### src/include/bcache_ctl_pkg.sv
// Constants, types and helpers for the backup-cache interface control block
package bcache_ctl_pkg;

  // Internal register addresses and widths
  localparam logic [7:0] CTL_ADDR = 8'hA0;
  localparam int IPR_W = 32;
  localparam int CTL_USED_W = 6;

  // Cache access speed encodings and their cycle counts
  localparam logic [1:0] SPD_2CYC = 2'h0;
  localparam logic [1:0] SPD_3CYC = 2'h1;
  localparam logic [1:0] SPD_4CYC = 2'h2;
  localparam logic [2:0] CYC_2 = 3'h2;
  localparam logic [2:0] CYC_3 = 3'h3;
  localparam logic [2:0] CYC_4 = 3'h4;

  // Data and check-bit layout
  localparam int DATA_W = 64;
  localparam int HALF_W = 32;
  localparam int CHK_W = 8;
  localparam int HAM_W = 7;
  localparam int PAR_LO_BIT = 0;
  localparam int PAR_HI_BIT = 7;
  localparam int TAG_W = 15;
  localparam int TAG_CTL_W = 3;

  // Control fields, ordered as bits 5 down to 0
  typedef struct packed {
    logic [1:0] cache_access_speed;
    logic forced_hit;
    logic write_ce_off;
    logic ecc_mode;
    logic backup_cache_on;
  } ctl_t;

  localparam ctl_t CTL_RESET = 6'h00;

  // Internal register access request
  typedef struct packed {
    logic rd;
    logic wr;
    logic [7:0] addr;
    logic [IPR_W-1:0] wdata;
  } ipr_req_t;

  // Cache reference request
  typedef struct packed {
    logic valid;
    logic write;
    logic block;
  } ref_req_t;

  // Tag store read data
  typedef struct packed {
    logic match;
    logic [TAG_W-1:0] tag;
    logic tag_par;
    logic [TAG_CTL_W-1:0] ctl;
    logic ctl_par;
  } tag_rd_t;

  typedef enum logic [1:0] {ST_IDLE, ST_PROBE, ST_RAM} bus_state_t;

  // Access time in CPU cycles for a speed code
  function automatic logic [2:0] speed_cycles(input logic [1:0] s);
    case (s)
      SPD_2CYC: return CYC_2;
      SPD_3CYC: return CYC_3;
      default: return CYC_4;
    endcase
  endfunction : speed_cycles

endpackage : bcache_ctl_pkg

### src/rtl/access_timer.sv
// Counts out one cache RAM or tag access of a programmed length
`timescale 1ns/100ps
module access_timer (
  // Clock and reset
  input wire logic clk_i,
  input wire logic reset_i,
  // Control
  input wire logic start_i,
  input wire logic [2:0] cycles_i,
  // Status
  output logic busy_o,
  output logic done_o
);
  import bcache_ctl_pkg::*;

  typedef struct packed {
    logic run;
    logic [2:0] left;
  } timer_t;

  timer_t cur;
  timer_t next;

  assign busy_o = cur.run;
  assign done_o = cur.run && (cur.left == 3'h0);

  // Load on start, count down while running
  always_comb begin
    next = cur;
    if (start_i) begin
      next.run = 1'b1;
      next.left = cycles_i - 3'h1;
    end else if (done_o) begin
      next.run = 1'b0;
    end else if (cur.run) begin
      next.left = cur.left - 3'h1;
    end
    if (reset_i) begin
      next = '0;
    end
  end

  always_ff @(posedge clk_i) begin
    cur <= next;
  end

  three_cyc_a: assert property (
    @(posedge clk_i) disable iff (reset_i)
    (start_i && cycles_i == CYC_3) |=> !done_o [*2] ##1 done_o)
    else $error("three-cycle access length wrong");

endmodule : access_timer

### src/rtl/bcache_interface_control.sv
// Backup-cache interface control register and reference sequencer
`timescale 1ns/100ps
module bcache_interface_control (
  // Clock and reset
  input wire logic CLK_I,
  input wire logic RESET_I,
  // Internal register access
  input wire bcache_ctl_pkg::ipr_req_t IPR_I,
  output logic [31:0] IPR_RDATA_O,
  output logic IPR_ACK_O,
  input wire logic [31:0] DIAG_BITS_I,
  // Cache reference request
  input wire bcache_ctl_pkg::ref_req_t REF_I,
  output logic REF_READY_O,
  output logic REF_HIT_O,
  output logic REF_DONE_O,
  output logic CYCLE_REQ_O,
  // Tag store
  input wire bcache_ctl_pkg::tag_rd_t TAG_I,
  output logic TAG_PROBE_O,
  output logic TAG_ERR_O,
  // Data RAMs
  output logic RAM_CE_O,
  output logic RAM_WE_O,
  input wire logic [63:0] WR_DATA_I,
  output logic [7:0] WR_CHK_O,
  input wire logic [63:0] RD_DATA_I,
  input wire logic [7:0] RD_CHK_I,
  output logic DATA_ERR_O
);
  import bcache_ctl_pkg::*;

  typedef struct packed {
    ctl_t ctl;
    bus_state_t st;
    logic write;
    logic block;
    logic [IPR_W-1:0] rdata;
    logic ack;
    logic hit;
    logic tag_err;
    logic done;
  } ctl_state_t;

  ctl_state_t cur;
  ctl_state_t next;

  logic ctl_sel;
  logic t_start;
  logic t_busy;
  logic t_done;
  logic [2:0] t_cycles;
  logic take_ref;
  logic bypass_ref;
  logic probe_end;
  logic force_mode;
  logic tag_bad;
  logic ref_hit;
  logic chk_valid;

  // Register decode
  assign ctl_sel = IPR_I.addr == CTL_ADDR;

  // Reference steering
  assign take_ref = (cur.st == ST_IDLE) && REF_I.valid && cur.ctl.backup_cache_on;
  assign bypass_ref = (cur.st == ST_IDLE) && REF_I.valid
                   && !cur.ctl.backup_cache_on;
  assign probe_end = (cur.st == ST_PROBE) && t_done;

  // Forced hit needs the cache enable and a block transfer
  assign force_mode = cur.ctl.backup_cache_on && cur.ctl.forced_hit
                   && cur.block;

  // Tag and tag-control parity, even over each field
  assign tag_bad = ((^TAG_I.tag) != TAG_I.tag_par) || ((^TAG_I.ctl) != TAG_I.ctl_par);

  // Forced hit bypasses both compare and parity
  assign ref_hit = force_mode || (TAG_I.match && !tag_bad);

  // Timer start and length
  assign t_start = take_ref || (probe_end && ref_hit);
  assign t_cycles = speed_cycles(cur.ctl.cache_access_speed);
  assign chk_valid = (cur.st == ST_RAM) && t_done && !cur.write;

  // Next state
  always_comb begin
    next = cur;
    next.ack = 1'b0;
    next.hit = 1'b0;
    next.tag_err = 1'b0;
    next.done = 1'b0;
    // True values are stored as written
    if (ctl_sel && IPR_I.wr) begin
      next.ctl = ctl_t'(IPR_I.wdata[CTL_USED_W-1:0]);
    end
    // Readback is inverted, diagnostic bits fill the rest
    if (ctl_sel && IPR_I.rd) begin
      next.ack = 1'b1;
      next.rdata = ~{DIAG_BITS_I[IPR_W-1:CTL_USED_W], cur.ctl};
    end
    unique case (cur.st)
      ST_IDLE: begin
        if (take_ref) begin
          next.st = ST_PROBE;
          next.write = REF_I.write;
          next.block = REF_I.block;
        end
      end
      ST_PROBE: begin
        if (t_done) begin
          next.hit = ref_hit;
          next.tag_err = tag_bad && !force_mode;
          next.st = ref_hit ? ST_RAM : ST_IDLE;
        end
      end
      ST_RAM: begin
        if (t_done) begin
          next.done = 1'b1;
          next.st = ST_IDLE;
        end
      end
      default: next.st = ST_IDLE;
    endcase
    if (RESET_I) begin
      next = '0;
      next.ctl = CTL_RESET;
      next.st = ST_IDLE;
    end
  end

  always_ff @(posedge CLK_I) begin
    cur <= next;
  end

  // Shared access timer for probe and RAM phases; the RAM phase
  // reloads it in the last probe cycle, so busy stays high across
  // the hand-over and only done marks the end of each phase
  access_timer u_timer (
    .clk_i(CLK_I),
    .reset_i(RESET_I),
    .start_i(t_start),
    .cycles_i(t_cycles),
    .busy_o(t_busy),
    .done_o(t_done)
  );

  // Check-bit generation and checking
  check_bits u_check (
    .clk_i(CLK_I),
    .reset_i(RESET_I),
    .ecc_mode_i(cur.ctl.ecc_mode),
    .wr_data_i(WR_DATA_I),
    .wr_chk_o(WR_CHK_O),
    .chk_valid_i(chk_valid),
    .rd_data_i(RD_DATA_I),
    .rd_chk_i(RD_CHK_I),
    .err_o(DATA_ERR_O)
  );

  // Register outputs
  assign IPR_RDATA_O = cur.rdata;
  assign IPR_ACK_O = cur.ack;

  // Reference outputs
  assign REF_READY_O = cur.st == ST_IDLE;
  assign REF_HIT_O = cur.hit;
  assign REF_DONE_O = cur.done;
  assign TAG_ERR_O = cur.tag_err;
  assign CYCLE_REQ_O = bypass_ref || (probe_end && !ref_hit);
  assign TAG_PROBE_O = cur.st == ST_PROBE;

  // RAM strobes, chip enable held off on writes in output-enable mode
  assign RAM_WE_O = (cur.st == ST_RAM) && cur.write;
  assign RAM_CE_O = (cur.st == ST_RAM)
                 && !(cur.write && cur.ctl.write_ce_off);

  // Checks

  spd_reset_a: assert property (
    @(posedge CLK_I)
    RESET_I |=> cur.ctl.cache_access_speed == SPD_2CYC)
    else $error("speed field not cleared by reset");

  probe_two_a: assert property (
    @(posedge CLK_I) disable iff (RESET_I)
    (take_ref && cur.ctl.cache_access_speed == SPD_2CYC)
      |=> TAG_PROBE_O [*2] ##1 !TAG_PROBE_O)
    else $error("two-cycle probe length wrong");

  probe_four_a: assert property (
    @(posedge CLK_I) disable iff (RESET_I)
    (take_ref && cur.ctl.cache_access_speed == SPD_4CYC)
      |=> TAG_PROBE_O [*4] ##1 !TAG_PROBE_O)
    else $error("four-cycle probe length wrong");

  forced_hit_a: assert property (
    @(posedge CLK_I) disable iff (RESET_I)
    (probe_end && cur.ctl.backup_cache_on && cur.ctl.forced_hit && cur.block)
      |=> REF_HIT_O ##1 (RAM_CE_O || RAM_WE_O))
    else $error("forced hit did not hit");

  parity_quiet_a: assert property (
    @(posedge CLK_I) disable iff (RESET_I)
    (probe_end && force_mode && tag_bad) |=> !TAG_ERR_O && REF_HIT_O)
    else $error("tag parity reported in forced-hit mode");

  enable_wins_a: assert property (
    @(posedge CLK_I) disable iff (RESET_I)
    (REF_I.valid && REF_READY_O && cur.ctl.forced_hit && !cur.ctl.backup_cache_on)
      |=> !REF_HIT_O && !TAG_PROBE_O)
    else $error("forced hit acted with cache disabled");

  write_ce_a: assert property (
    @(posedge CLK_I) disable iff (RESET_I)
    (probe_end && ref_hit && cur.write && cur.ctl.write_ce_off
      && !(ctl_sel && IPR_I.wr))
      |=> RAM_WE_O && !RAM_CE_O)
    else $error("chip enable driven on write in output-enable mode");

  bypass_req_a: assert property (
    @(posedge CLK_I) disable iff (RESET_I)
    (REF_I.valid && REF_READY_O && !cur.ctl.backup_cache_on)
      |-> CYCLE_REQ_O ##1 (!TAG_PROBE_O && REF_READY_O))
    else $error("disabled cache probed or delayed request");

  inv_read_a: assert property (
    @(posedge CLK_I) disable iff (RESET_I)
    (ctl_sel && IPR_I.rd) |=> IPR_ACK_O
      && IPR_RDATA_O[CTL_USED_W-1:0] == ~$past(cur.ctl))
    else $error("control readback not inverted");

  diag_read_a: assert property (
    @(posedge CLK_I) disable iff (RESET_I)
    (ctl_sel && IPR_I.rd)
      |=> IPR_RDATA_O[IPR_W-1:CTL_USED_W] == ~$past(DIAG_BITS_I[IPR_W-1:CTL_USED_W]))
    else $error("diagnostic bits not inverted on readback");

  tag_err_a: assert property (
    @(posedge CLK_I) disable iff (RESET_I)
    (probe_end && !force_mode && tag_bad)
      |=> TAG_ERR_O && !REF_HIT_O)
    else $error("tag parity fault not reported");

  ram_len_a: assert property (
    @(posedge CLK_I) disable iff (RESET_I)
    (probe_end && ref_hit && cur.ctl.cache_access_speed == SPD_3CYC)
      |=> (RAM_WE_O || RAM_CE_O) [*3] ##1 REF_DONE_O)
    else $error("three-cycle RAM phase length wrong");

  miss_req_a: assert property (
    @(posedge CLK_I) disable iff (RESET_I)
    (probe_end && !ref_hit)
      |-> CYCLE_REQ_O ##1 (REF_READY_O && !REF_HIT_O))
    else $error("miss did not request a cycle");

  ce_on_read_a: assert property (
    @(posedge CLK_I) disable iff (RESET_I)
    (probe_end && ref_hit && !cur.write)
      |=> RAM_CE_O && !RAM_WE_O)
    else $error("chip enable missing on read");

  ctl_store_a: assert property (
    @(posedge CLK_I) disable iff (RESET_I)
    (ctl_sel && IPR_I.wr)
      |=> cur.ctl == ctl_t'($past(IPR_I.wdata[CTL_USED_W-1:0])))
    else $error("control write not stored as written");

  // Main scenarios
  forced_ref_c: cover property (
    @(posedge CLK_I) disable iff (RESET_I)
    probe_end && force_mode ##1 REF_HIT_O);

  miss_req_c: cover property (
    @(posedge CLK_I) disable iff (RESET_I)
    probe_end && !ref_hit && CYCLE_REQ_O);

  bypass_c: cover property (
    @(posedge CLK_I) disable iff (RESET_I)
    bypass_ref);

  hit_done_c: cover property (
    @(posedge CLK_I) disable iff (RESET_I)
    REF_HIT_O ##[1:5] REF_DONE_O);

  write_off_c: cover property (
    @(posedge CLK_I) disable iff (RESET_I)
    RAM_WE_O && !RAM_CE_O);

endmodule : bcache_interface_control

### src/rtl/check_bits.sv
// Generates and checks ECC or parity check bits on cache data
`timescale 1ns/100ps
module check_bits (
  // Clock and reset
  input wire logic clk_i,
  input wire logic reset_i,
  // Mode
  input wire logic ecc_mode_i,
  // Write side
  input wire logic [63:0] wr_data_i,
  output logic [7:0] wr_chk_o,
  // Read side
  input wire logic chk_valid_i,
  input wire logic [63:0] rd_data_i,
  input wire logic [7:0] rd_chk_i,
  output logic err_o
);
  import bcache_ctl_pkg::*;

  typedef struct packed {
    logic [CHK_W-1:0] chk;
    logic err;
  } chk_state_t;

  chk_state_t cur;
  chk_state_t next;
  logic [CHK_W-1:0] rd_exp;
  logic rd_bad;

  // Hamming bits over position codes plus overall parity
  function automatic logic [CHK_W-1:0] ecc_gen(input logic [DATA_W-1:0] d);
    logic [CHK_W-1:0] c;
    logic [HAM_W-1:0] pos;
    c = 8'h00;
    for (int j = 0; j < DATA_W; j++) begin
      pos = HAM_W'(j + 1);
      for (int k = 0; k < HAM_W; k++) begin
        if (pos[k]) begin
          c[k] = c[k] ^ d[j];
        end
      end
    end
    c[CHK_W-1] = (^d) ^ (^c[HAM_W-1:0]);
    return c;
  endfunction : ecc_gen

  // One parity bit per longword
  function automatic logic [CHK_W-1:0] par_gen(input logic [DATA_W-1:0] d);
    logic [CHK_W-1:0] c;
    c = 8'h00;
    c[PAR_LO_BIT] = ^d[HALF_W-1:0];
    c[PAR_HI_BIT] = ^d[DATA_W-1:HALF_W];
    return c;
  endfunction : par_gen

  // Expected read check bits and mismatch per mode
  always_comb begin
    rd_exp = ecc_mode_i ? ecc_gen(rd_data_i) : par_gen(rd_data_i);
    if (ecc_mode_i) begin
      rd_bad = rd_exp != rd_chk_i;
    end else begin
      rd_bad = (rd_exp[PAR_LO_BIT] != rd_chk_i[PAR_LO_BIT])
            || (rd_exp[PAR_HI_BIT] != rd_chk_i[PAR_HI_BIT]);
    end
  end

  // Registered write check bits and read error pulse
  always_comb begin
    next.chk = ecc_mode_i ? ecc_gen(wr_data_i) : par_gen(wr_data_i);
    next.err = chk_valid_i && rd_bad;
    if (reset_i) begin
      next = '0;
    end
  end

  always_ff @(posedge clk_i) begin
    cur <= next;
  end

  assign wr_chk_o = cur.chk;
  assign err_o = cur.err;

  par_mode_a: assert property (
    @(posedge clk_i) disable iff (reset_i)
    !ecc_mode_i |=> wr_chk_o[PAR_LO_BIT] == ^$past(wr_data_i[HALF_W-1:0])
                    && wr_chk_o[HAM_W-1:1] == 6'h00)
    else $error("parity-mode check bits wrong");

endmodule : check_bits

### config.mk
export PLATFORM = sky130hd
export DESIGN_NAME = bcache_interface_control
export DESIGN_NICKNAME = d
export VERILOG_FILES = /design/src/include/bcache_ctl_pkg.sv /design/src/rtl/access_timer.sv /design/src/rtl/bcache_interface_control.sv /design/src/rtl/check_bits.sv
export SDC_FILE = /design/constraint.sdc
export NUM_CORES = 1
export LEC_CHECK = 0
export ABC_AREA = 1
export BUFFER_PORTS_ARGS = -buffer_cell sky130_fd_sc_hd__buf_2
export CAP_MARGIN = 10
export CORE_ASPECT_RATIO = 0.9
export CORE_MARGIN = 2
export CORE_UTILIZATION = 40
export CTS_CLUSTER_SIZE = 25
export DETAILED_ROUTE_END_ITERATION = 10
export PLACE_DENSITY = 0.67
export SLEW_MARGIN = 20
export SYNTH_ARGS = -nofsm -noshare
export SYNTH_HDL_FRONTEND = slang
export SYNTH_SLANG_ARGS = --single-unit
### constraint.sdc
create_clock -name CLK_I -period 3.2 [get_ports CLK_I]
set_input_delay 0.48 -clock CLK_I [delete_from_list [all_inputs] [get_ports CLK_I]]
set_output_delay 0.48 -clock CLK_I [all_outputs]
set_load 0.02 [all_outputs]
# Word level (Yosys, flattened, before mapping)
# Index checks and enable logic that the tools add are counted.
[op_classes] shift=0 n_mul=0 muxes=15 div=0 reduce_logical=51 n_eq_ne=13 n_lt_le_gt_ge=0 bitwise_logic=379 addsub=2
[op_table] operator="$xor 1x1->1" n=374
[op_table] operator="$reduce_xor 32->1" n=4
[op_table] operator="$reduce_xor 64->1" n=2
[op_table] operator="$not 32->32" n=1
[op_table] operator="$logic_and 1x1->1" n=19
[op_table] operator="$mux 8" n=2
[op_table] operator="$reduce_xor 15->1" n=1
[op_table] operator="$reduce_xor 7->1" n=2
[op_table] operator="$eq 8x8->1 const B" n=1
[op_table] operator="$mux 4" n=2
[op_table] operator="$ne 8x8->1" n=1
[op_table] operator="$logic_not 1->1" n=6
[op_table] operator="$mux 2" n=3
[op_table] operator="$mux 3" n=2
[op_table] operator="$pmux 2 s3" n=1
[op_table] operator="$pmux 3 s2" n=1
[op_table] operator="$sub 3x1->3 const B" n=2
[op_table] operator="$logic_or 1x1->1" n=5
[op_table] operator="$eq 2x1->1 const B" n=2
[op_table] operator="$logic_not 2->1" n=2
[op_table] operator="$mux 1" n=4
[op_table] operator="$ne 1x1->1" n=4
[op_table] operator="$ne 2x1->1 const B" n=2
[op_table] operator="$ne 2x2->1 const B" n=2
[op_table] operator="other kinds (9)" n=15
[word_totals] out_inout_bits=50 romBits=0 word_cells=478 regBits=59 ram_bits=0 inputBits=236 latchBits=0 memories=0

# Longest topological paths before layout
[depth] word_depth=38 ltp_mapped=27

# By module
# A second synthesis with hierarchy kept.
[unflattened] hier_cells=1480 area_unflattened_um2=8400.6
[by_module_without_submodules] mod="check_bits" cells_each=1128 instances=1 area_per_inst_um2=5738.0 seq_area_each_um2=180.2
[by_module_without_submodules] mod="bcache_interface_control" cells_each=312 instances=1 area_per_inst_um2=2419.8 seq_area_each_um2=920.9
[by_module_without_submodules] mod="access_timer" cells_each=40 instances=1 area_per_inst_um2=242.7 seq_area_each_um2=80.1

# Worst setup path before layout
# OpenSTA, ideal clock, no wires.
[synth_timing] path_type="input to register" start="in TAG_I[14] (netlist name)" end="reg u_timer.cur[2] (netlist name)" setup_time_ns=0.126 cell_stages=18 path_buffers=0 slack_ns=0.711 arrival_time_ns=2.364 cell_sequence="xnor2_1 -> xor2_1 -> xnor2_1 -> xor2_1 -> inv_1 -> nand2_1 -> nand3_1 -> o21ai_1 -> nand3_1 -> nand2_1 -> nand3_1 -> o21ai_0 -> inv_1 -> ha_1 -> nand3_1 -> nand2_1 -> nand2_1 -> o21ai_1"
[synth_between] elab_chain_cells=10 elab_cells_between_ends=12 classes_between="eq/ne (2); mux (1); reduce/logical (9)"
[synth_lines] item="start, declared" line="bcache_interface_control.sv:19" text="input wire bcache_ctl_pkg::tag_rd_t TAG_I,"
[synth_lines] item="$reduce_xor 15->1 (*)" line="bcache_interface_control.sv:75" text="assign tag_bad = ((^TAG_I.tag) != TAG_I.tag_par) || ((^TAG_I.ctl) != TAG_I.ctl_par);"
[synth_lines] item="$ne 1x1->1 (*)" line="bcache_interface_control.sv:75"
[synth_lines] item="$logic_or 1x1->1 (*)" line="bcache_interface_control.sv:75"
[synth_lines] item="$logic_not 1->1 (*)" line="bcache_interface_control.sv:78" text="assign ref_hit = force_mode || (TAG_I.match && !tag_bad);"
[synth_lines] item="$logic_and 1x1->1 (*)" line="bcache_interface_control.sv:78"
[synth_lines] item="$logic_or 1x1->1 (*)" line="bcache_interface_control.sv:78"
[synth_lines] item="$logic_and 1x1->1 (*)" line="bcache_interface_control.sv:81" text="assign t_start = take_ref || (probe_end && ref_hit);"
[synth_lines] item="$logic_or 1x1->1 (*)" line="bcache_interface_control.sv:81"
[synth_lines] item="$ne 2x2->1 (no line) / $reduce_bool 2->1 (equally long branches)"
[synth_lines] item="$reduce_and 2->1 (no line)"
[synth_lines] item="end signal, assigned" line="access_timer.sv:44" text="cur <= next;"
[synth_lines] item="end, declared" line="access_timer.sv:21" text="timer_t cur;"
# Mark *: on every way between the ends. The rest lies on a longest branch, timed or not.
# A chain may end at the register's enable or synchronous reset.

# Final worst setup path
[layout_timing] start="in RD_DATA_I[45]" end="reg u_check.cur, in the netlist u_check.err_o"
[layout_between] elab_chain_cells=25 elab_cells_between_ends=58 classes_between="eq/ne (2); mux (2); bitwise (49); reduce/logical (5)"
[layout_lines] item="start, declared" line="bcache_interface_control.sv:27" text="input wire logic [63:0] RD_DATA_I,"
[layout_lines] item="$xor 1x1->1 (18 in a row)" line="check_bits.sv:39" text="c[k] = c[k] ^ d[j];"
[layout_lines] item="$reduce_xor 7->1" line="check_bits.sv:43" text="c[CHK_W-1] = (^d) ^ (^c[HAM_W-1:0]);"
[layout_lines] item="$xor 1x1->1" line="check_bits.sv:43"
[layout_lines] item="$mux 8 (*)" line="check_bits.sv:58" text="rd_exp = ecc_mode_i ? ecc_gen(rd_data_i) : par_gen(rd_data_i);"
[layout_lines] item="parallel branches: the longest is 2 deep, another holds $ne 8x8->1"
[layout_lines] item="$mux 1 (*)" line="check_bits.sv:59" text="if (ecc_mode_i) begin"
[layout_lines] item="$logic_and 1x1->1 (*)" line="check_bits.sv:70" text="next.err = chk_valid_i && rd_bad;"
[layout_lines] item="end signal, assigned" line="check_bits.sv:77" text="cur <= next;"
[layout_lines] item="end, declared" line="check_bits.sv:25" text="chk_state_t cur;"
# Every way passes the cells marked *.

==> impl_metrics.py <==
metrics = {
    "synthesis": {
        "synthesis.nets": 1578,
        "synth.distinct_cells": 32,
        "ys_ff_latch": 59,
        "syn_area_per_cell_um2": 5.791,
        "ys_seq_area_share_pct": 15.21,
        "synth_top_cell_by_area": "nand2_1",
        "yosysWarningCount": 0,
        "synth_cells": 1341,
        "synthDominantCellAreaShare_pct": 25.86,
        "synthTopCellsByArea": "nand2_1, xnor2_1, dfxtp_1, xor2_1, inv_1",
        "synth_area_um2": 7766,
    },
    "routing": {
        "drt_wl_total_um": 20540,
        "viasPerCell": 4.532,
        "vias": 8181,
        "dr.pass1.iters": 5,
        "ant_nets": 0,
        "wl_per_cell_um": 11.38,
        "drc_errors": 0,
        "drtIter0Drc": 288,
    },
    "worst_hold_path": {
        "hold_class": "primary input to register",
        "min_from": "DIAG_BITS_I[23]",
        "hold-path-cell-count": 2,
        "hold_path_end": "IPR_RDATA_O[23]",
    },
    "die": {
        "die_x_um": 150.9,
        "die_area_um2": 20550,
        "ioPinCount": 286,
        "num_rows": 48,
        "core_area_um2": 19100,
        "start_util_pct": 40.66,
        "die_y_um": 136.2,
    },
    "clock_network": {
        "cts_resized": 0,
        "h-tree-depth": 3,
        "insertion_delay_ps": 320,
        "postCtsSetupBuffers": 0,
        "cts_tree": "done",
        "cts.sinks": 59,
        "cts.path.max_buffers": 2,
        "cts_buffers": 9,
        "postCtsHoldBufs": 0,
        "path_clk_slew_ps": 50,
        "cts_root_buffer": "clkbuf_16",
    },
    "worst_setup_path": {
        "regToRegEndpoint": "u_timer.cur[2]",
        "critPathRequiredTime_ps": 3410,
        "path_class": "primary input to register",
        "timing.rr.start": "u_timer.cur[0]",
        "rrSetupSlack_ps": 1140,
        "endpoint_kind": "register",
        "cp-start-kind": "primary input",
        "path_max_fanout": 5,
        "cp.arrival_ps": 2780,
        "ff2ff_path_depth": 12,
    },
    "power_and_ir_drop": {
        "combPwrFrac_pct": 58.3,
        "ir_worst_vdd_v": 0.0002360,
        "p_leak_nw": 5.386,
        "seqPwrFrac_pct": 18.4,
        "power.density_nw_per_um2": 437.8,
        "sw_frac_of_total_pct": 43.56,
        "netSwitchingPower_w": 0.001776,
        "pwr-share-clk_pct": 23.3,
        "p_int_w": 0.002302,
    },
    "sta": {
        "hold_viol": 0,
        "tightest_slew_ps": 522.0,
        "period_minus_slack_ps": 2576,
        "rsz0062_at_grt": "no",
        "setup_tns_ps": 0,
        "fmax_mhz": 388.1,
        "clock_skew_ps": 3.401,
        "period_share_pct": 80.51,
        "slew_violations": 0,
        "setup-violations-final": 0,
        "slew_headroom_pct": 64.95,
    },
    "placed_design": {
        "dp_hpwl_um": 17860,
        "portBuffers": 253,
        "place_congestion": 0.8654,
        "place_inst": 1789,
    },
    "final_layout": {
        "layout.cells.non_filler": 1805,
        "syn_to_final_growth_pct": 19.95,
        "n_antenna_cell": 0,
        "drive_gt1_share_pct": 18.52,
        "final_cell_mix": "nand2_1, buf_2, inv_1",
        "final_common_cell": "nand2_1",
        "nNetsFinal": 1787,
    },
    "run": {
        "cap_violations": 0,
    },
    "grt": {
        "grt_first_pass_wirelength_um": 33090,
        "grt_usage_pct": 19.78,
        "antenna_found_initial": 0,
        "grt_max_degree": 55,
        "grt_pass1_vias": 7363,
        "overflow": 0,
    },
    "outcome": {
        "status": "complete, no violations",
    },
}
stage by stage:
step / hold slack (ps) / setup slack (ps) / cell area, um^2 / utilization (%) / total power, W
floorplan: 423.9 / 710.7 / 7766 / - / 0.002591
global placement: 436.6 / 359.7 / 9014 / 47.20 / 0.003090
detailed placement: 447.6 / 341.8 / 9014 / 47.20 / 0.003146
CTS: 317.7 / 650.7 / 9315 / 48.77 / 0.004108
global route: 317.2 / 215.5 / 9315 / 48.77 / 0.004500
finish: 327.8 / 623.6 / 9315 / 48.77 / 0.004078
per-layer routing:
layer / share of wire (%) / up-vias / global-route usage [%]
li1: - / 4462 / -
met1: 48 / 3512 / 26.40
met2: 46 / 191 / 34.44
met3: 5.8 / 16 / 2.685
met4: 0.89 / 0 / 3.271
met5: 0 / - / 0
cell usage after synthesis:
cell and number:
clkbuf_2 3, nand3b_1 9, nor2_1 48, nor4_1 1
or2_2 3, nand4_1 4, or3_1 1, buf_1 3
xnor2_4 1, xor2_2 1, clkinv_1 2, or4_1 1
nand2_1 535, buf_2 8, xor2_1 85, nand3_1 101
inv_2 3, nand2_2 5, a21oi_1 45, or2_1 3
clkbuf_1 8, o21ai_1 2, nor3_1 1, o22ai_1 1
inv_1 165, ha_1 1, dfxtp_1 59, xnor2_2 4
a21boi_0 1, xnor2_1 155, o21ai_0 47, buf_4 35
flip-flops by register name (all words and copies together), names as in the netlist:
signal / flops
IPR_ACK_O: 1
IPR_RDATA_O: 32
REF_DONE_O: 1
REF_HIT_O: 1
TAG_ERR_O: 1
cur: 10
u_check.err_o: 1
u_check.wr_chk_o: 8
u_timer.busy_o: 1
u_timer.cur: 3
logic make-up (layout without fill, tap and decap cells):
kind of cell    Yosys count  in the layout  synth area share [%]
simple gates            712            712                 37.09
xor+xnor                246            246                 28.47
buf+inv                 227            441                 12.84
compound gates           96             96                 6.235
flops                    59             59                 15.21
fa+ha+maj                 1              1                0.1611
power groups by stage:
stage          clock (W)  combinational, W  sequential, W
3_5_place_dp           0           0.00238       0.000765
6_report        0.000951           0.00238       0.000749
3_3_place_gp           0           0.00232       0.000765
5_1_grt          0.00100           0.00275       0.000750
2_1_floorplan          0           0.00181       0.000778
4_1_cts         0.000969           0.00239       0.000749
how the worst max path moves through the flow:
stage                     cells after the start              to          start
final                                        25   u_check.err_o  RD_DATA_I[45]
after global routing                         26   u_check.err_o  RD_DATA_I[30]
after CTS                                    19  u_timer.cur[2]      TAG_I[14]
after detailed placement                     19  u_timer.cur[2]      TAG_I[14]
after global placement                       19  u_timer.cur[2]      TAG_I[14]
after floorplan                              18  u_timer.cur[2]      TAG_I[14]
area by class of cell:
cell class | instances | area [um^2]
clock inverters | 7 | 76.32
inverters | 170 | 638.1
flip-flops and latches | 59 | 1181
clock buffers | 9 | 225.2
multi-input cells | 1055 | 5588
fillers | 2047 | 9783
well taps | 250 | 312.8
repair buffers | 255 | 1294
worst max-delay path: stages:
cell and delay [ps]:
buf_2 110, inv_1 150, nand2_1 90, nand2_1 160, nand2_1 90, nand2_1 60, nand3_1 60, nand2_1 120
inv_1 50, nand2_1 100, nand2_1 80, nand2_1 80, inv_1 40, nor2_1 210, nand2_1 80, nand3_1 100
nand2_1 60, nand2_1 70, nand2_1 50, nand2_1 50, nand3_1 80, nand3_1 90, nand2_1 50, nor2_1 200
nor2_1 60
Note: power is estimated with default switching activity, not from simulation.
